## src/rtl/dsps_map.vh

```
// register offsets, fields, reset values and timing for the power sequencer
// assumes inclusion by the sequencer top only
`ifndef DSPS_MAP_VH
`define DSPS_MAP_VH

// ----------------------------------------
// register byte offsets
// ----------------------------------------
`define DSPS_OFF_PCON 12'h000
`define DSPS_OFF_CFG 12'h004
`define DSPS_OFF_WAKE 12'h008
`define DSPS_OFF_CLK 12'h00C
`define DSPS_OFF_GATE 12'h010
`define DSPS_OFF_STAT 12'h014
`define DSPS_OFF_GPR0 12'h020
`define DSPS_GPR_CNT 5

// ----------------------------------------
// power control fields
// ----------------------------------------
`define DSPS_PCON_DPD 0
`define DSPS_PCON_BATOFF 1
`define DSPS_PCON_OVR_BAT 2
`define DSPS_PCON_OVR_FLD 3
`define DSPS_PCON_SLPFLG 8
`define DSPS_PCON_DPDFLG 9

// ----------------------------------------
// configuration fields
// ----------------------------------------
`define DSPS_CFG_AUTO_DIS 0
`define DSPS_CFG_BOD_EN 1
`define DSPS_CFG_SWRST 2
`define DSPS_CFG_LDOD_EN 3
`define DSPS_CFG_LDOA_EN 4
`define DSPS_CFG_RST 5'h18

// ----------------------------------------
// wake enable fields
// ----------------------------------------
`define DSPS_WAKE_PIN 0
`define DSPS_WAKE_FLD 1

// ----------------------------------------
// clock divider
// ----------------------------------------
`define DSPS_DIV_W 3
`define DSPS_DIV_RST 3'h4
`define DSPS_GATE_W 8
`define DSPS_GATE_RST 8'hFF

// ----------------------------------------
// timing: startup about 2.5 ms, wake pin low at least 100 us
// ----------------------------------------
`define DSPS_CLK_HZ 25000000
`define DSPS_STARTUP_US 2500
`define DSPS_WAKE_LOW_US 100
`define DSPS_SLOW_HZ 32768
`define DSPS_CNT_W 17
// synchroniser idle levels: reset and wake pins high, rest low
`define DSPS_SYNC_RST 10'h00C

`endif

```

## src/rtl/dsps_top.v

```verilog
// dual source power sequencer: source select, start-up, modes, wake, clocks
// assumes APB master on CLK_IN; slow oscillator tick, pins and comparators asynchronous
//
// What this block does
// - battery powers after reset-pin or field trigger
// - low battery with field uses field supply
// - both sources present prefer battery
// - lost battery switches to field immediately
// - auto switch disable forces battery, comparator off
// - battery switch open until pin edge/field
// - field present closes field switch
// - without field, controller may open battery switch
// - enabled brownout raises interrupt below level
// - off, active, deep-sleep, deep power-down modes set domain power
// - deep power-down flag, regulator states per mode
// - each regulator has its own enable
// - sequencer enables digital then analog regulator
// - release reset after regulator and oscillator
// - start-up takes about 2.5 ms
// - field-only start uses same sequence
// - slow oscillator always runs, never disabled
// - system clock 25 MHz over power of two
// - reset selects divide-by-16 default, about 1.56 MHz
// - per-peripheral gates, fixed sensor clock
// - reset pin, watchdog and software resets
// - deep-sleep wake event set
// - deep power-down wake event set
// - five retained general-purpose registers
// - power control register selects mode, flags
`timescale 1ns/100ps
`include "dsps_map.vh"

module dsps_top (
  input wire CLK_IN,
  input wire RST_IN,
  input wire PSEL_IN,
  input wire PENABLE_IN,
  input wire PWRITE_IN,
  input wire [11:0] PADDR_IN,
  input wire [31:0] PWDATA_IN,
  output reg [31:0] PRDATA_OUT,
  output reg PREADY_OUT,
  output reg PSLVERR_OUT,
  input wire BAT_ABOVE_IN,
  input wire FIELD_ABOVE_IN,
  input wire VDD_LOW_IN,
  input wire EXT_RESET_N_IN,
  input wire WAKE_PIN_IN,
  input wire SLOW_TICK_IN,
  input wire FAST_OSC_OK_IN,
  input wire FLASH_READY_IN,
  input wire TIMER_MATCH_IN,
  input wire WDT_INT_IN,
  input wire WDT_RST_IN,
  input wire START_INT_IN,
  input wire CORE_SLEEP_IN,
  output reg BAT_SWITCH_OUT,
  output reg FIELD_SWITCH_OUT,
  output reg COMPARATOR_EN_OUT,
  output reg LDO_DIG_OUT,
  output reg LDO_ANA_OUT,
  output reg DPD_FLAG_OUT,
  output reg [2:0] MODE_OUT,
  output reg SYS_RESET_OUT,
  output reg BOOT_OK_OUT,
  output reg BOD_IRQ_OUT,
  output reg SYS_CLK_EN_OUT,
  output reg [`DSPS_GATE_W-1:0] PERIPH_CLK_EN_OUT,
  output reg SENSOR_CLK_EN_OUT
);

  // ----------------------------------------
  // modes and timing
  // ----------------------------------------
  localparam [2:0] M_OFF = 3'h0;
  localparam [2:0] M_SEQ1 = 3'h1;
  localparam [2:0] M_SEQ2 = 3'h2;
  localparam [2:0] M_ACT = 3'h3;
  localparam [2:0] M_SLP = 3'h4;
  localparam [2:0] M_DSLP = 3'h5;
  localparam [2:0] M_DPD = 3'h6;
  localparam integer STARTUP_CYC = `DSPS_CLK_HZ / 1000000 * `DSPS_STARTUP_US;
  localparam integer WAKE_CYC = `DSPS_CLK_HZ / 1000000 * `DSPS_WAKE_LOW_US;
  localparam integer HALF_CYC = STARTUP_CYC / 2;
  localparam [`DSPS_CNT_W-1:0] STARTUP_N = STARTUP_CYC[`DSPS_CNT_W-1:0];
  localparam [`DSPS_CNT_W-1:0] HALF_N = HALF_CYC[`DSPS_CNT_W-1:0];
  localparam [`DSPS_CNT_W-1:0] WAKE_N = WAKE_CYC[`DSPS_CNT_W-1:0];
  localparam [`DSPS_CNT_W-1:0] CNT_ZERO = {`DSPS_CNT_W{1'b0}};
  localparam [`DSPS_CNT_W-1:0] CNT_ONE = {{(`DSPS_CNT_W-1){1'b0}}, 1'b1};

  // ----------------------------------------
  // synchronisers
  // ----------------------------------------
  reg [9:0] s1_r;
  reg [9:0] s2_r;
  wire [9:0] async_in = {FLASH_READY_IN, FAST_OSC_OK_IN, VDD_LOW_IN, FIELD_ABOVE_IN,
                         BAT_ABOVE_IN, SLOW_TICK_IN, WAKE_PIN_IN, EXT_RESET_N_IN,
                         TIMER_MATCH_IN, START_INT_IN};
  always @(posedge CLK_IN) begin
    if (RST_IN) begin
      s1_r <= `DSPS_SYNC_RST;
      s2_r <= `DSPS_SYNC_RST;
    end else begin
      s1_r <= async_in;
      s2_r <= s1_r;
    end
  end
  wire start_s = s2_r[0];
  wire tmr_s = s2_r[1];
  wire rstn_s = s2_r[2];
  wire wake_s = s2_r[3];
  wire tick_s = s2_r[4];
  wire bat_s = s2_r[5];
  wire fld_s = s2_r[6];
  wire low_s = s2_r[7];
  wire osc_s = s2_r[8];
  wire fls_s = s2_r[9];

  reg rstn_d_r;
  reg tick_d_r;
  reg tmr_d_r;
  wire rstn_rise = rstn_s & ~rstn_d_r;
  wire rstn_fall = ~rstn_s & rstn_d_r;
  wire tick_rise = tick_s & ~tick_d_r;
  wire tmr_rise = tmr_s & ~tmr_d_r;

  // ----------------------------------------
  // registers
  // ----------------------------------------
  reg [3:0] pcon_r;
  reg slp_flag_r;
  reg dpd_flag_r;
  reg [4:0] cfg_r;
  reg [1:0] wake_en_r;
  reg [`DSPS_DIV_W-1:0] div_r;
  reg [`DSPS_GATE_W-1:0] gate_r;
  reg [31:0] gpr_r [0:`DSPS_GPR_CNT-1];
  reg armed_r;
  reg [2:0] mode_r;
  reg [`DSPS_CNT_W-1:0] cnt_r;
  reg [`DSPS_CNT_W-1:0] wcnt_r;
  reg [6:0] divc_r;

  function is_gpr;
    input [11:0] a;
    begin
      is_gpr = (a >= `DSPS_OFF_GPR0) &&
               (a < `DSPS_OFF_GPR0 + 12'h004 * `DSPS_GPR_CNT);
    end
  endfunction

  wire acc = PSEL_IN & PENABLE_IN & PREADY_OUT;
  wire wr = acc & PWRITE_IN;
  wire [2:0] gidx = PADDR_IN[4:2];
  wire mapped = (PADDR_IN == `DSPS_OFF_PCON) || (PADDR_IN == `DSPS_OFF_CFG) ||
                (PADDR_IN == `DSPS_OFF_WAKE) || (PADDR_IN == `DSPS_OFF_CLK) ||
                (PADDR_IN == `DSPS_OFF_GATE) || (PADDR_IN == `DSPS_OFF_STAT) ||
                is_gpr(PADDR_IN);

  // ----------------------------------------
  // source selection
  // ----------------------------------------
  wire auto_dis = cfg_r[`DSPS_CFG_AUTO_DIS];
  wire bat_ok = auto_dis | (bat_s & ~pcon_r[`DSPS_PCON_OVR_BAT]);
  wire fld_ok = fld_s & ~pcon_r[`DSPS_PCON_OVR_FLD];
  wire use_bat = armed_r & bat_ok & ~pcon_r[`DSPS_PCON_BATOFF];
  wire use_fld = fld_ok & ~(use_bat & ~auto_dis) & ~use_bat;
  wire powered = use_bat | use_fld;

  // ----------------------------------------
  // wake and reset events
  // ----------------------------------------
  wire wake_low = (wcnt_r >= WAKE_N);
  wire sw_rst = wr & (PADDR_IN == `DSPS_OFF_CFG) & PWDATA_IN[`DSPS_CFG_SWRST];
  wire any_rst = rstn_fall | WDT_RST_IN | sw_rst;
  wire dslp_wake = rstn_fall | tmr_rise | WDT_INT_IN | WDT_RST_IN | ~wake_s |
                   (wake_en_r[`DSPS_WAKE_FLD] & fld_s) | start_s;
  wire dpd_wake = rstn_fall | tmr_rise | (wake_en_r[`DSPS_WAKE_PIN] & wake_low) |
                  (wake_en_r[`DSPS_WAKE_FLD] & fld_s);

  always @(posedge CLK_IN) begin
    if (RST_IN) begin
      rstn_d_r <= 1'b1;
      tick_d_r <= 1'b0;
      tmr_d_r <= 1'b0;
      armed_r <= 1'b0;
      wcnt_r <= CNT_ZERO;
    end else begin
      rstn_d_r <= rstn_s;
      tick_d_r <= tick_s;
      tmr_d_r <= tmr_s;
      if (rstn_rise | fld_s)
        armed_r <= 1'b1;
      else if (pcon_r[`DSPS_PCON_BATOFF] & ~fld_s)
        armed_r <= 1'b0;
      if (wake_s)
        wcnt_r <= CNT_ZERO;
      else if (!wake_low)
        wcnt_r <= wcnt_r + CNT_ONE;
    end
  end

  // ----------------------------------------
  // power state machine
  // ----------------------------------------
  always @(posedge CLK_IN) begin
    if (RST_IN) begin
      mode_r <= M_OFF;
      cnt_r <= CNT_ZERO;
      slp_flag_r <= 1'b0;
      dpd_flag_r <= 1'b0;
    end else begin
      if (wr && PADDR_IN == `DSPS_OFF_PCON) begin
        if (PWDATA_IN[`DSPS_PCON_SLPFLG])
          slp_flag_r <= 1'b0;
        if (PWDATA_IN[`DSPS_PCON_DPDFLG])
          dpd_flag_r <= 1'b0;
      end
      if (!powered) begin
        mode_r <= M_OFF;
        cnt_r <= CNT_ZERO;
      end else begin
        case (mode_r)
          M_OFF: begin
            mode_r <= M_SEQ1;
            cnt_r <= CNT_ZERO;
          end
          M_SEQ1: begin
            cnt_r <= cnt_r + CNT_ONE;
            if (cnt_r >= HALF_N)
              mode_r <= M_SEQ2;
          end
          M_SEQ2: begin
            cnt_r <= cnt_r + CNT_ONE;
            if (cnt_r >= STARTUP_N && fls_s)
              mode_r <= M_ACT;
          end
          M_ACT: begin
            if (CORE_SLEEP_IN) begin
              if (pcon_r[`DSPS_PCON_DPD]) begin
                mode_r <= M_DPD;
                dpd_flag_r <= 1'b1;
              end else begin
                mode_r <= M_DSLP;
                slp_flag_r <= 1'b1;
              end
            end
          end
          M_SLP: begin
            if (!CORE_SLEEP_IN)
              mode_r <= M_ACT;
          end
          M_DSLP: begin
            if (dslp_wake | any_rst)
              mode_r <= M_ACT;
          end
          M_DPD: begin
            if (dpd_wake) begin
              mode_r <= M_SEQ1;
              cnt_r <= CNT_ZERO;
            end
          end
          default: mode_r <= M_OFF;
        endcase
      end
    end
  end

  // ----------------------------------------
  // system clock divider
  // ----------------------------------------
  wire [6:0] div_mask = (7'h01 << div_r) - 7'h01;
  always @(posedge CLK_IN) begin
    if (RST_IN)
      divc_r <= 7'h00;
    else
      divc_r <= divc_r + 7'h01;
  end

  // ----------------------------------------
  // APB register access
  // ----------------------------------------
  integer i;
  always @(posedge CLK_IN) begin
    if (RST_IN) begin
      pcon_r <= 4'h0;
      cfg_r <= `DSPS_CFG_RST;
      wake_en_r <= 2'h0;
      div_r <= `DSPS_DIV_RST;
      gate_r <= `DSPS_GATE_RST;
      PREADY_OUT <= 1'b0;
      PSLVERR_OUT <= 1'b0;
      PRDATA_OUT <= 32'h00000000;
      for (i = 0; i < `DSPS_GPR_CNT; i = i + 1)
        gpr_r[i] <= 32'h00000000;
    end else begin
      PREADY_OUT <= PSEL_IN & PENABLE_IN & ~PREADY_OUT;
      PSLVERR_OUT <= PSEL_IN & PENABLE_IN & ~PREADY_OUT & ~mapped;
      if (any_rst)
        div_r <= `DSPS_DIV_RST;
      if (wr) begin
        case (PADDR_IN)
          `DSPS_OFF_PCON: pcon_r <= PWDATA_IN[3:0];
          `DSPS_OFF_CFG: cfg_r <= {PWDATA_IN[4:3], 1'b0, PWDATA_IN[1:0]};
          `DSPS_OFF_WAKE: wake_en_r <= PWDATA_IN[1:0];
          `DSPS_OFF_CLK: if (!any_rst) div_r <= PWDATA_IN[`DSPS_DIV_W-1:0];
          `DSPS_OFF_GATE: gate_r <= PWDATA_IN[`DSPS_GATE_W-1:0];
          default: if (is_gpr(PADDR_IN)) gpr_r[gidx] <= PWDATA_IN;
        endcase
      end
      if (PSEL_IN & PENABLE_IN & ~PREADY_OUT & ~PWRITE_IN) begin
        case (PADDR_IN)
          `DSPS_OFF_PCON:
            PRDATA_OUT <= {22'h0, dpd_flag_r, slp_flag_r, 4'h0, pcon_r};
          `DSPS_OFF_CFG: PRDATA_OUT <= {27'h0, cfg_r};
          `DSPS_OFF_WAKE: PRDATA_OUT <= {30'h0, wake_en_r};
          `DSPS_OFF_CLK: PRDATA_OUT <= {29'h0, div_r};
          `DSPS_OFF_GATE: PRDATA_OUT <= {24'h0, gate_r};
          `DSPS_OFF_STAT:
            PRDATA_OUT <= {21'h0, mode_r, 2'h0, low_s, fld_s, bat_s, armed_r, use_fld, use_bat};
          default: PRDATA_OUT <= is_gpr(PADDR_IN) ? gpr_r[gidx] : 32'h00000000;
        endcase
      end
    end
  end

  // ----------------------------------------
  // registered outputs
  // ----------------------------------------
  wire on_mode = (mode_r == M_ACT) || (mode_r == M_SLP) || (mode_r == M_DSLP);
  wire seq_on = (mode_r == M_SEQ1) || (mode_r == M_SEQ2);
  always @(posedge CLK_IN) begin
    if (RST_IN) begin
      BAT_SWITCH_OUT <= 1'b0;
      FIELD_SWITCH_OUT <= 1'b0;
      COMPARATOR_EN_OUT <= 1'b1;
      LDO_DIG_OUT <= 1'b0;
      LDO_ANA_OUT <= 1'b0;
      DPD_FLAG_OUT <= 1'b0;
      MODE_OUT <= M_OFF;
      SYS_RESET_OUT <= 1'b1;
      BOOT_OK_OUT <= 1'b0;
      BOD_IRQ_OUT <= 1'b0;
      SYS_CLK_EN_OUT <= 1'b0;
      PERIPH_CLK_EN_OUT <= {`DSPS_GATE_W{1'b0}};
      SENSOR_CLK_EN_OUT <= 1'b0;
    end else begin
      BAT_SWITCH_OUT <= use_bat;
      FIELD_SWITCH_OUT <= fld_ok;
      COMPARATOR_EN_OUT <= ~auto_dis;
      LDO_DIG_OUT <= (seq_on | on_mode) & cfg_r[`DSPS_CFG_LDOD_EN];
      LDO_ANA_OUT <= ((mode_r == M_SEQ2) | on_mode) & cfg_r[`DSPS_CFG_LDOA_EN];
      DPD_FLAG_OUT <= (mode_r == M_DPD);
      MODE_OUT <= mode_r;
      SYS_RESET_OUT <= ~((seq_on | on_mode) & LDO_DIG_OUT & osc_s) | any_rst;
      BOOT_OK_OUT <= on_mode & fls_s;
      BOD_IRQ_OUT <= cfg_r[`DSPS_CFG_BOD_EN] & powered & low_s;
      SYS_CLK_EN_OUT <= on_mode & ((divc_r & div_mask) == 7'h00);
      PERIPH_CLK_EN_OUT <= gate_r & {`DSPS_GATE_W{(mode_r == M_ACT) &
                           ((divc_r & div_mask) == 7'h00)}};
      SENSOR_CLK_EN_OUT <= powered & tick_rise;
    end
  end

endmodule // dsps_top

```

## config.mk

```make
export PLATFORM = sky130hd
export DESIGN_NAME = dsps_top
export DESIGN_NICKNAME = d
export VERILOG_FILES = /design/src/rtl/dsps_top.v
export VERILOG_INCLUDE_DIRS = /design/src /design/src/rtl
export SDC_FILE = /design/constraint.sdc
export NUM_CORES = 1
export LEC_CHECK = 0
export BUFFER_PORTS_ARGS = -buffer_cell sky130_fd_sc_hd__buf_2
export CAP_MARGIN = 40
export CORE_MARGIN = 10
export CORE_UTILIZATION = 45
export CTS_CLUSTER_DIAMETER = 30
export DETAILED_ROUTE_END_ITERATION = 10
export PLACE_DENSITY_LB_ADDON = 0.2
export SLEW_MARGIN = 30
export SYNTH_ARGS = -nofsm -noshare
export SYNTH_HDL_FRONTEND = slang
export SYNTH_SLANG_ARGS = --single-unit
```

## constraint.sdc

```tcl
create_clock -name CLK_IN -period 8.3 [get_ports CLK_IN]
set_clock_uncertainty 0.05 [all_clocks]
set_input_delay 1.245 -clock CLK_IN [delete_from_list [all_inputs] [get_ports CLK_IN]]
set_output_delay 1.245 -clock CLK_IN [all_outputs]
set_load 0.01 [all_outputs]
```

==> qor.txt <==
status: complete, no violations
share of cells above drive strength 1: 24.9%
worst vdd ir: 0.151 mV
ys async rst share: 0%
total global routing overflow: 0
Ports: 118
Period minus WS final: 3.90 ns
Pwr Density: 279 nW/um^2
Post-synth top flop: edfxtp_1
Final setup viols: 0
Filler cells: 2882
worst hold stages: 1
syn avg cell area: 13.2 um^2
setup bufs post-CTS: 0
clock buffer depth: 3
register area share after synthesis: 62.9%
Root Driver: clkbuf_16
Max Cap Viol: 0
Setup CP Type: in2reg
worst r2r dst: gpr_r[0][2]$_SDFFCE_PN0P_
max-slew violation count: 0
via/cell ratio: 5.22
post-route cell area: 20800 um^2
DRT iter0 DRCs: 615
Tcrit/Tclk final: 47.0%
flops & latches, synth: 391
Worst setup SP type: primary input
CP required: 8.53 ns
Detailed Place HPWL: 24100 um
# H-tree levels: 3
EDFF count, synth: 244
Leak Pwr: 8.00 nW
Worst Tran Pin Value: 0.781 ns
Hold EP: SENSOR_CLK_EN_OUT$_SDFF_PP0_
RSZ-0062 raised after global routing: false
Initial Util: 45.8%
Routed WL: 38600 um
first-pass GRT wire length: 61400 um
Worst R2R Setup Slack: 5.22 ns
CTS tree: built
routability congestion estimate: 0.863
antenna violations before repair: 2
Synth cell types: 63
slew margin rel.: 47.5%
area of the core: 35700 um^2
HP Class: reg2reg
Arr. time, crit path: 4.13 ns
Area growth syn-to-layout: 27.3%
CTS buffer count: 87
drt first pass iters: 5
routed via count: 10.5k
hold path start: tick_d_r$_SDFF_PP0_
Synth Warn #: 0
post_cts resized: 0
Mapped Area: 16300 um^2
clock sink count: 391
fmax: 0.256 GHz
synthesized instance count: 1236
commonest cells after routing, fill and taps aside: edfxtp_1 (244), and2_1 (179), dfxtp_1 (147)
Critical Path End Type: flop
vias in the first global route: 11.0k
drt drc: 0
r2r worst-path depth: 6
dpl cell area: 17700 um^2
layout net count: 1542
Final ANT Viol Nets: 0
Row Count: 69
Die Area: 44300 um^2
# port buffers: 117
Fin. Hold Viols: 0
die width: 210 um
maximum number of pins on one net before global-route repair: 62
clk slew on worst S/H paths: 0.04 ns
Clk Latency, worst-skew pair: 0.59 ns
RR Startpoint: PREADY_OUT$_SDFF_PP0_
crit-path max FO: 33
Die Span Y: 210 um
Total GRT Usage: 17.5%
routed len/inst: 19.2 um
most common cell after layout, fill and taps aside: edfxtp_1
Hold Buf Count CTS: 0
Fin Setup TNS: 0 ns
-- cell families (layout without fill, tap and decap cells) --
| logic type | Yosys count | count (layout) | synth area share, % |
|---|---|---|---|
| xor gates and xnor gates | 31 | 31 | 1.66 |
| AOI/OAI and AO/OA | 109 | 109 | 4.52 |
| buffers and inverters | 83 | 308 | 1.99 |
| adders and majority gates | 6 | 6 | 0.460 |
| DFF | 391 | 391 | 62.9 |
| other | 1 | 85 | 0.0230 |
| and+or+nand+nor | 516 | 516 | 17.6 |
| muxes | 99 | 99 | 10.8 |
-- cell usage after synthesis, types with 3 or more instances --
library cell	count	area share, %
o31a_1	3	0.16
a22oi_1	21	0.97
nor2b_1	34	1.3
nand3b_1	12	0.55
a211oi_1	8	0.37
nor4_1	12	0.46
buf_2	4	0.12
and4_1	3	0.16
mux2_2	23	1.6
or4_1	5	0.23
or2_2	13	0.50
or3_1	7	0.27
nand4_1	16	0.61
and2_1	179	6.9
ha_1	6	0.46
inv_1	11	0.25
dfxtp_1	147	18
mux2i_1	16	0.98
buf_1	9	0.21
mux4_2	60	8.3
nand2b_1	15	0.58
a21oi_1	30	0.92
nor3b_1	6	0.28
xor2_1	7	0.38
clkbuf_1	58	1.3
a221oi_1	4	0.21
xnor2_1	24	1.3
o21ai_0	14	0.43
nor2_1	106	2.4
nor3_1	18	0.55
nand2_1	54	1.2
edfxtp_1	244	45
a31oi_1	3	0.12
nand3_1	20	0.61
and3_1	7	0.27
-- where the power goes --
group	internal (W)	total [W]	switching, W
Clock	0.00234	0.00342	0.00107
Sequential	0.00214	0.00216	0.0000233
Combinational	0.0000920	0.000210	0.000118
Total	0.00457	0.00579	0.00121
-- worst max path at each step --
stage,end,cells after the start,start
5_1_grt,gpr_r[0][2]$_SDFFCE_PN0P_,8,PADDR_IN[7]
3_3_place_gp,gpr_r[2][14]$_SDFFCE_PN0P_,7,PADDR_IN[7]
3_5_place_dp,gpr_r[3][17]$_SDFFCE_PN0P_,7,PADDR_IN[7]
2_1_floorplan,gpr_r[4][0]$_SDFFCE_PN0P_,6,PADDR_IN[2]
4_1_cts,gpr_r[1][6]$_SDFFCE_PN0P_,7,PADDR_IN[7]
6_report,gpr_r[0][2]$_SDFFCE_PN0P_,8,PADDR_IN[7]
-- worst max-delay path, cell delays in order --
cell,delay (ns)
buf_2,0.11
nor4_1,0.48
nand3_1,0.32
or4_1,0.70
nor3_2,0.16
buf_4,0.34
or2_2,0.51
buf_16,0.22
-- metal layers --
layer | part of all wire [%] | global-route usage, % | wire (um) | vias up
met2 | 48 | 28.2 | 18400 | 344
li1 | - | - | - | 4945
met4 | 3.0 | 6.82 | 1170 | 2
met5 | 0.034 | 0 | 13 | -
met3 | 6.4 | 4.73 | 2480 | 85
met1 | 43 | 22.2 | 16600 | 5103
-- flip-flops by register name, indices dropped and copies added, names as in the netlist, 4 cells and up --
register	flops
divc_r	7
cfg_r	4
wcnt_r	17
PERIPH_CLK_EN_OUT	8
gate_r	8
gpr_r	244
s1_r	10
cnt_r	17
PRDATA_OUT	32
pcon_r	4
s2_r	10
-- per-stage QoR --
| stage | std cells | power (W) | setup slack (ns) | hold slack (ns) | utilization [%] |
|---|---|---|---|---|---|
| 5_1_grt | 2005 | 0.00597 | 4.24 | 0.349 | 58.2 |
| 2_1_floorplan | 1319 | 0.00232 | 4.66 | 0.320 | - |
| 3_3_place_gp | 1840 | 0.00239 | 3.69 | 0.330 | 49.5 |
| 3_5_place_dp | 1844 | 0.00240 | 3.81 | 0.332 | 49.8 |
| 4_1_cts | 2003 | 0.00584 | 4.41 | 0.336 | 58.1 |
| 6_report | 2006 | 0.00579 | 4.40 | 0.337 | 58.2 |
-- layout make-up --
type / count / area (um^2) / area share, %
clock buffer: 107 / 2340 / 11.3
clock inverter: 52 / 631 / 3.04
timing repair buffer: 138 / 841 / 4.05
multi-input combinational: 845 / 6060 / 29.2
sequential: 391 / 10300 / 49.5
antenna: 1 / 2.50 / 0.0120
inverter: 11 / 41.3 / 0.199
tap: 461 / 577 / 2.78
Power figures use the tool's default switching activity.
